File: src/verilog/stiu_defs.vh
/*
 * Constants of the skip test instruction unit: opcodes, register
 * offsets, field positions and reset values.
 * Assumes inclusion by bare name from the unit's design file.
 */
`ifndef STIU_DEFS_VH
`define STIU_DEFS_VH

// Opcodes of the four conditional-skip instructions.
`define STIU_OP_ACC_EQ_MEM  10'h026
`define STIU_OP_EXT_REQ     10'h038
`define STIU_OP_CONV_DONE   10'h287
`define STIU_OP_PIN_LEVEL   10'h03a

// Register byte offsets.
`define STIU_OFS_CTRL_FIRST  8'h00
`define STIU_OFS_CTRL_SECOND 8'h04
`define STIU_OFS_INPUT_CTRL  8'h08
`define STIU_OFS_STATUS      8'h0c

// Field positions.
`define STIU_EXT_EN_BIT      0
`define STIU_CONV_EN_BIT     2
`define STIU_POL_BIT         2
`define STIU_ST_EXT_BIT      0
`define STIU_ST_CONV_BIT     1
`define STIU_ST_SKIP_BIT     2

// Reset values and address width.
`define STIU_CTRL_RESET      4'h0
`define STIU_ZERO32          32'h0000_0000
`define STIU_ADDR_MSB        7

`endif

File: src/verilog/stiu_skip_unit.v
/*
 * Skip test instruction unit: evaluates the four conditional-skip
 * instructions, holds the two request flags they test and clear, and
 * exposes the interrupt control bits over an AHB-Lite slave.
 * Assumes one core clock; instr_valid marks each instruction cycle
 * and all inputs are synchronous to mclk.
 */
// Design decisions made here: the register offsets and register access over AHB-Lite.
`include "stiu_defs.vh"
`timescale 1ns/1ns
`default_nettype none

// Overview of operation
// - Skip next when accumulator equals memory word
// - Enable clear: flag set clears, skips next
// - Ext enable bit0 set: instruction is no-op
// - Conv enable clear: flag set clears, skips
// - Conv enable bit2 set: instruction is no-op
// - Skip when pin level matches polarity bit
module stiu_skip_unit #(
    parameter DATA_W = 4,
    parameter INSTR_W = 10
) (
    // Clock and reset.
    input  wire                 mclk,
    input  wire                 rst,
    // Instruction stream from the core.
    input  wire                 instr_valid,
    input  wire [INSTR_W-1:0]   instr_word,
    input  wire [DATA_W-1:0]    acc_value,
    input  wire [DATA_W-1:0]    mem_at_data_pointer,
    // Event and pin inputs.
    input  wire                 ext_request_set,
    input  wire                 conv_done_set,
    input  wire                 ext_irq_pin,
    // Skip results to the core.
    output reg                  skip_taken_r,
    output reg                  instr_suppressed_r,
    output reg                  skip_pending_r,
    output reg                  ext_request_flag_r,
    output reg                  conv_done_flag_r,
    // AHB-Lite slave.
    input  wire                 hsel,
    input  wire [31:0]          haddr,
    input  wire [1:0]           htrans,
    input  wire                 hwrite,
    input  wire [2:0]           hsize,
    input  wire [31:0]          hwdata,
    input  wire                 hready,
    output reg  [31:0]          hrdata,
    output reg                  hreadyout,
    output reg                  hresp
);

    reg  [3:0]                  irq_control_first_r;
    reg  [3:0]                  irq_control_second_r;
    reg  [3:0]                  irq_input_control_r;
    reg                         wr_pend_r;
    reg  [`STIU_ADDR_MSB:0]     wr_addr_r;

    wire                        ext_irq_enable_bit;
    wire                        conv_irq_enable_bit;
    wire                        pin_polarity_bit;
    wire                        evaluate;
    wire                        is_acc_eq;
    wire                        is_ext_req;
    wire                        is_conv;
    wire                        is_pin;
    wire                        ext_clear;
    wire                        conv_clear;
    wire                        skip_cond;
    wire                        addr_phase;
    wire [`STIU_ADDR_MSB:0]     addr_lo;

    assign ext_irq_enable_bit  = irq_control_first_r[`STIU_EXT_EN_BIT];
    assign conv_irq_enable_bit = irq_control_second_r[`STIU_CONV_EN_BIT];
    assign pin_polarity_bit    = irq_input_control_r[`STIU_POL_BIT];

    // A skipped instruction is consumed here without being decoded.
    assign evaluate   = instr_valid & ~skip_pending_r;
    assign is_acc_eq  = evaluate & (instr_word == `STIU_OP_ACC_EQ_MEM);
    assign is_ext_req = evaluate & (instr_word == `STIU_OP_EXT_REQ);
    assign is_conv    = evaluate & (instr_word == `STIU_OP_CONV_DONE);
    assign is_pin     = evaluate & (instr_word == `STIU_OP_PIN_LEVEL);

    // With the enable bit set the test instruction leaves the flag alone.
    assign ext_clear  = is_ext_req & ~ext_irq_enable_bit & ext_request_flag_r;
    assign conv_clear = is_conv & ~conv_irq_enable_bit & conv_done_flag_r;

    assign skip_cond  = (is_acc_eq & (acc_value == mem_at_data_pointer))
                      | ext_clear
                      | conv_clear
                      | (is_pin & (ext_irq_pin == pin_polarity_bit));

    // Skip sequencing.
    always @(posedge mclk) begin
        if (rst) begin
            skip_taken_r       <= 1'b0;
            instr_suppressed_r <= 1'b0;
            skip_pending_r     <= 1'b0;
        end else begin
            skip_taken_r       <= skip_cond;
            instr_suppressed_r <= instr_valid & skip_pending_r;
            if (instr_valid) begin
                skip_pending_r <= skip_cond;
            end
        end
    end

    // Request flags; a set in the clearing cycle wins so no event is lost.
    always @(posedge mclk) begin
        if (rst) begin
            ext_request_flag_r <= 1'b0;
            conv_done_flag_r   <= 1'b0;
        end else begin
            if (ext_request_set) begin
                ext_request_flag_r <= 1'b1;
            end else if (ext_clear) begin
                ext_request_flag_r <= 1'b0;
            end
            if (conv_done_set) begin
                conv_done_flag_r <= 1'b1;
            end else if (conv_clear) begin
                conv_done_flag_r <= 1'b0;
            end
        end
    end

    // Register read view at a byte offset.
    function [31:0] read_reg;
        input [`STIU_ADDR_MSB:0] ofs;
        begin
            read_reg = `STIU_ZERO32;
            if (ofs == `STIU_OFS_CTRL_FIRST) begin
                read_reg[3:0] = irq_control_first_r;
            end else if (ofs == `STIU_OFS_CTRL_SECOND) begin
                read_reg[3:0] = irq_control_second_r;
            end else if (ofs == `STIU_OFS_INPUT_CTRL) begin
                read_reg[3:0] = irq_input_control_r;
            end else if (ofs == `STIU_OFS_STATUS) begin
                read_reg[`STIU_ST_EXT_BIT]  = ext_request_flag_r;
                read_reg[`STIU_ST_CONV_BIT] = conv_done_flag_r;
                read_reg[`STIU_ST_SKIP_BIT] = skip_pending_r;
            end
        end
    endfunction

    assign addr_phase = hsel & htrans[1] & hready;
    assign addr_lo    = haddr[`STIU_ADDR_MSB:0];

    // Bus slave: zero wait states, read data captured in the address
    // phase so the data phase can present it straight from a flop.
    always @(posedge mclk) begin
        if (rst) begin
            hrdata     <= `STIU_ZERO32;
            hreadyout  <= 1'b1;
            hresp      <= 1'b0;
            wr_pend_r  <= 1'b0;
            wr_addr_r  <= {(`STIU_ADDR_MSB+1){1'b0}};
        end else begin
            hreadyout <= 1'b1;
            hresp     <= 1'b0;
            wr_pend_r <= addr_phase & hwrite;
            if (addr_phase) begin
                wr_addr_r <= addr_lo;
            end
            if (addr_phase & ~hwrite) begin
                hrdata <= read_reg(addr_lo);
            end
        end
    end

    // Control registers take write data in the data phase.
    always @(posedge mclk) begin
        if (rst) begin
            irq_control_first_r  <= `STIU_CTRL_RESET;
            irq_control_second_r <= `STIU_CTRL_RESET;
            irq_input_control_r  <= `STIU_CTRL_RESET;
        end else if (wr_pend_r) begin
            if (wr_addr_r == `STIU_OFS_CTRL_FIRST) begin
                irq_control_first_r <= hwdata[3:0];
            end else if (wr_addr_r == `STIU_OFS_CTRL_SECOND) begin
                irq_control_second_r <= hwdata[3:0];
            end else if (wr_addr_r == `STIU_OFS_INPUT_CTRL) begin
                irq_input_control_r <= hwdata[3:0];
            end
        end
    end

endmodule
`default_nettype wire

File: config.mk
export PLATFORM = sky130hd
export DESIGN_NAME = stiu_skip_unit
export DESIGN_NICKNAME = d
export VERILOG_FILES = /design/src/verilog/stiu_skip_unit.v
export VERILOG_INCLUDE_DIRS = /design/src /design/src/verilog
export SDC_FILE = /design/constraint.sdc
export NUM_CORES = 1
export LEC_CHECK = 0
export BUFFER_PORTS_ARGS = -buffer_cell sky130_fd_sc_hd__buf_2
export CAP_MARGIN = 20
export CORE_MARGIN = 2
export CORE_UTILIZATION = 42
export CTS_CLUSTER_SIZE = 28
export DETAILED_ROUTE_END_ITERATION = 6
export PLACE_DENSITY_LB_ADDON = 0.3
export SKIP_LAST_GASP = 1
export SYNTH_ARGS = -nofsm -noshare
export SYNTH_HDL_FRONTEND = slang
export SYNTH_SLANG_ARGS = --single-unit
File: constraint.sdc
create_clock -name mclk -period 5 [get_ports mclk]
set_clock_uncertainty 0.2 [all_clocks]
set_input_delay 1 -clock mclk [delete_from_list [all_inputs] [get_ports mclk]]
set_output_delay 1 -clock mclk [all_outputs]
set_load 0.005 [all_outputs]
# After elaboration in Yosys (flattened, before gate mapping)
# Index checks and enable logic that the tools add are counted.
dict set report classes {
  eq_ne 11
  n_mux 9
  n_bitwise 25
  n_reduce_logical 7
}
# operator n
set ops {}
lappend ops {{10-bit by 6-bit equality test with 1-bit output, second input constant} 3}
lappend ops {{8-bit by 4-bit equality test with 1-bit output, second input constant} 3}
lappend ops {{1-bit AND} 16}
lappend ops {{8-bit by 3-bit equality test with 1-bit output, second input constant} 2}
lappend ops {{8-bit logical NOT} 2}
lappend ops {{10-bit equality test, second input constant} 1}
lappend ops {{4-bit two-way mux} 2}
lappend ops {{3-bit two-way mux} 2}
lappend ops {{1-bit inverter} 6}
lappend ops {{1-bit two-way mux} 5}
lappend ops {{4-bit equality test} 1}
lappend ops {{4-bit AND reduction} 1}
lappend ops {{2-bit nonzero test} 2}
lappend ops {{1-bit OR} 3}
lappend ops {{3-bit AND reduction} 1}
lappend ops {{2-bit AND reduction} 1}
lappend ops {{1-bit equality test} 1}
dict set report word_totals {
  ff_bits 30
  in_bits 96
  output_inout_bits 39
  elab_cells 63
}

# Logic depth before layout (Yosys ltp)
dict set report logic_depth {
  ltp_word 8
  ltp_mapped 5
  depth_no_buf 4
}

# Worst setup path after synthesis
# OpenSTA, ideal clock, no wires.
dict set report synth_timing {
  path_type {input-to-reg}
  from {in haddr[4]}
  to {reg hrdata[1]}
  setup_ps 71
  arrival_ps 1974
  setup_slack_ps 2756
  cell_stages 4
  cell_sequence {or4_4 nor4_4 o211ai_1 a21oi_1}
}
dict set report synth_via {
  elab_chain_cells 5
}
# item line_no
set synth_rtl {}
lappend synth_rtl {{start: declaration} stiu_skip_unit.v:44} ;# input wire [31:0] haddr,
lappend synth_rtl {{8-bit by 4-bit equality test with 1-bit output (no line)} --}
lappend synth_rtl {{3-bit two-way mux} stiu_skip_unit.v:140} ;# end else if (ofs == `STIU_OFS_STATUS) begin
lappend synth_rtl {{3-bit two-way mux} stiu_skip_unit.v:138} ;# end else if (ofs == `STIU_OFS_INPUT_CTRL) begin
lappend synth_rtl {{4-bit two-way mux} stiu_skip_unit.v:136} ;# end else if (ofs == `STIU_OFS_CTRL_SECOND) begin
lappend synth_rtl {{4-bit two-way mux (*)} stiu_skip_unit.v:134} ;# if (ofs == `STIU_OFS_CTRL_FIRST) begin
lappend synth_rtl {{end signal: assignment} stiu_skip_unit.v:155} ;# hrdata <= `STIU_ZERO32;
lappend synth_rtl {{end signal: assignment} stiu_skip_unit.v:168} ;# hrdata <= read_reg(addr_lo);
lappend synth_rtl {{end: declaration} stiu_skip_unit.v:50} ;# output reg [31:0] hrdata,
# Every way passes the cells marked *; elsewhere a longest branch is shown, timed or not.
# A chain may end at the register's enable or synchronous reset.

# Worst setup path in the final report
# Ends and elaborated chain as after synthesis.

==> metrics.yaml <==
run_status: "finished clean"
period_share: 0.437
critPathTopFamily: "simple AND/OR/NAND/NOR gates"
synthMostInstantiatedCell: "sky130_fd_sc_hd__buf_4"
timing.critical_path.cells: "buf_2 -> or4_4 -> nor4_4 -> o211ai_1 -> a21oi_1"
power_uw: 501
worst_path_setup_slack_after_routing_ns: 2.81
avgViaCountPerCell: 4.67
port-buffer-count: 48
levels_on_crit_path: 5
setup_viol_count_final: 0
crit_slowest_cell: "sky130_fd_sc_hd__or4_4"
cts.htree.levels: 2
maxSlewHeadroom: 0.657
cts_resized: 0
synth_cell_type_count: 38
clkLatencyLatePin_ns: 0.28
detail_route.iter0.violations: 64
area_growth_syn_to_layout_pct: 14.3
first_pass_grt_wire_length_mm: 5.16
worst_r2r_path_depth: 4
number_of_hold_violations_in_the_final_report: 0
final_hpwl_from_detailed_placement_mm: 2.44
drc_violation_count_after_routing: 0
grt_start_max_net_pins: 31
die_area_um2: 4510
cp.required_ns: 5.02
async_reset_ff_frac: 0
synth_area_um2: 1680
core.rowCount: 22
clkTransAtPathRegs_ns: 0.06
power_leakage_uw: 0.000893
tns_ns: 0
initial_antenna_violation_count: 0
detailroute.via_count: 1332
instances_no_fill: 285
maxClockFrequency_ghz: 0.457
cell_depth_of_the_worst_hold_path: 2
num-fill-cells: 367
critPathBufInv: 1
postSynthAreaPerCell_um2: 8.82
yosys-top-cells-count: "31 x sky130_fd_sc_hd__buf_4, 30 x sky130_fd_sc_hd__dfxtp_1, 24 x sky130_fd_sc_hd__nand2_1"
nets: 332
cts_tree: "done"
final_antenna_net_count: 0
timing.max_cap.violations: 0
antenna-diode-count: 0
postCtsSetupRepairBufs: 0
critPathArrivalTime_ns: 2.20
tightestPinTransition_ns: 0.515
critPathCaptureType: "flip-flop"
drtPass1Iterations: 4
yosys-top-cells-area: "sky130_fd_sc_hd__dfxtp_1 36%, sky130_fd_sc_hd__buf_4 14%, sky130_fd_sc_hd__mux2i_1 9.6%"
synth.largest_area_cell: "sky130_fd_sc_hd__dfxtp_1"
clockRootBuffer: "sky130_fd_sc_hd__clkbuf_8"
sink_count: 30
place_worst_setup_slack_ns: 2.51
critical_path_peak_fanout: 4
gp_routability_congestion: 0.720
synthDominantCellAreaShare: 0.358
overflow: 0
number_of_max_slew_violations_in_the_final_report: 0
cp_slowest_stage_delay_ns: 0.55
hold_class: "flip-flop to flip-flop"
via_count_of_the_first_global_routing_pass: 1170
ioPinCount: 135
syn_inst: 190
multi_input_area_um2: 908
timing.critical_path.from_type: "input pin"
irDropWorstVdd_mv: 0.108
die_height_um: 67.2
sequential_cell_area_um2: 601
clk_path_buf_depth: 2
synth-warning-count: 0
numCtsBuffers: 5
pwr_density_cell_nw_per_um2: 262
rsz_0062_raised_after_global_routing: "no"
route.final.wire_length_mm: 3.17
routedWlPerCell_um: 11.1
groute.usage.overall: 0.156
timing.final.crit_period_ns: 2.19
synthFlopType: "sky130_fd_sc_hd__dfxtp_1"
coreArea_um2: 3740
proportion_of_layout_cells_with_a_drive_suffix_above_1: 0.262
timing_worst_setup_path_type: "input pin to flip-flop"
ys_ff_latch: 30
number_of_instances_in_the_placed_design: 277
cts_hold_buf: 0
floorplan.initialDensity: 0.448
chipWidth_um: 67.2
synth_edf_count: 0
yosysSeqAreaShare: 0.358
layer usage:
layer  vias up  share of wire  track usage
met4         0          0.018       0.0791
li1        685              -            -
met1       579           0.46        0.188
met5         -              0            0
met2        62           0.43        0.243
met3         6          0.090       0.0567
kinds of logic (layout without fill, tap and decap cells):
family,Yosys count,in the layout,synth area share
AO/OA/AOI/OAI,27,27,0.100
other,2,30,0.00448
buffers and inverters,41,60,0.162
XOR/XNOR,5,5,0.0261
flip-flops,30,30,0.358
AND/OR/NAND/NOR,69,69,0.253
multiplexers,16,16,0.0956
layout make-up:
type,instances,area share
multi-input combinational,147,0.474
inverter,4,0.00784
clock buffer,7,0.0451
tap,48,0.0314
timing repair buffer,48,0.125
clock inverter,1,0.00261
sequential,30,0.314
path summary, 6_finish.rpt:
path                             startpoint                                  end  slack, ns
setup / recovery                   haddr[4]               hrdata[1]$_SDFFE_PP0P_       2.81
hold reg to reg      hrdata[0]$_SDFFE_PP0P_               hrdata[0]$_SDFFE_PP0P_       0.25
setup reg to reg  wr_addr_r[5]$_SDFFE_PP0P_  irq_control_first_r[0]$_SDFFE_PP0P_       3.31
hold / removal       hrdata[0]$_SDFFE_PP0P_               hrdata[0]$_SDFFE_PP0P_       0.25
cell usage in the layout, fill, tap and decap left out, types with 2 or more instances in the layout:
cell type,instances
sky130_fd_sc_hd__nand3b_1,2
sky130_fd_sc_hd__a21oi_1,14
sky130_fd_sc_hd__nor3b_1,2
sky130_fd_sc_hd__mux2i_1,16
sky130_fd_sc_hd__nand2_1,24
sky130_fd_sc_hd__nand3_1,3
sky130_fd_sc_hd__nor4_1,4
sky130_fd_sc_hd__nor2_1,17
sky130_fd_sc_hd__o21ba_1,2
sky130_fd_sc_hd__o211ai_1,3
sky130_fd_sc_hd__nor4_4,2
sky130_fd_sc_hd__dfxtp_1,30
sky130_fd_sc_hd__buf_2,48
sky130_fd_sc_hd__conb_1,30
sky130_fd_sc_hd__clkbuf_8,6
sky130_fd_sc_hd__a31oi_1,3
sky130_fd_sc_hd__inv_1,4
sky130_fd_sc_hd__nand4b_1,3
sky130_fd_sc_hd__nand2b_1,2
sky130_fd_sc_hd__xor2_1,4
stage by stage:
step / utilization / hold WS (ns) / area (um2)
6_report: 0.512 / 0.247 / 1920
5_1_grt: 0.512 / 0.264 / 1920
4_1_cts: 0.512 / 0.251 / 1920
3_5_place_dp: 0.487 / 0.242 / 1820
3_3_place_gp: 0.487 / 0.237 / 1820
2_1_floorplan: - / 0.235 / 1780
registers in the layout, summed over array words and instances, names as in the netlist, 4 cells and up:
name / count
hrdata: 4
irq_control_first_r: 4
irq_control_second_r: 4
irq_input_control_r: 4
wr_addr_r: 8
power by group:
part           switching, uW  internal, uW
clock network           86.2           111
registers               3.76           244
logic                   31.7          25.2
total                    122           379
worst min-delay path, cell delays in order, from the launching register on:
cell and delay, ns:
sky130_fd_sc_hd__dfxtp_1 0.30, sky130_fd_sc_hd__nand2_1 0.05, sky130_fd_sc_hd__a21oi_1 0.05
No activity file was read; power rests on OpenSTA's default activity.
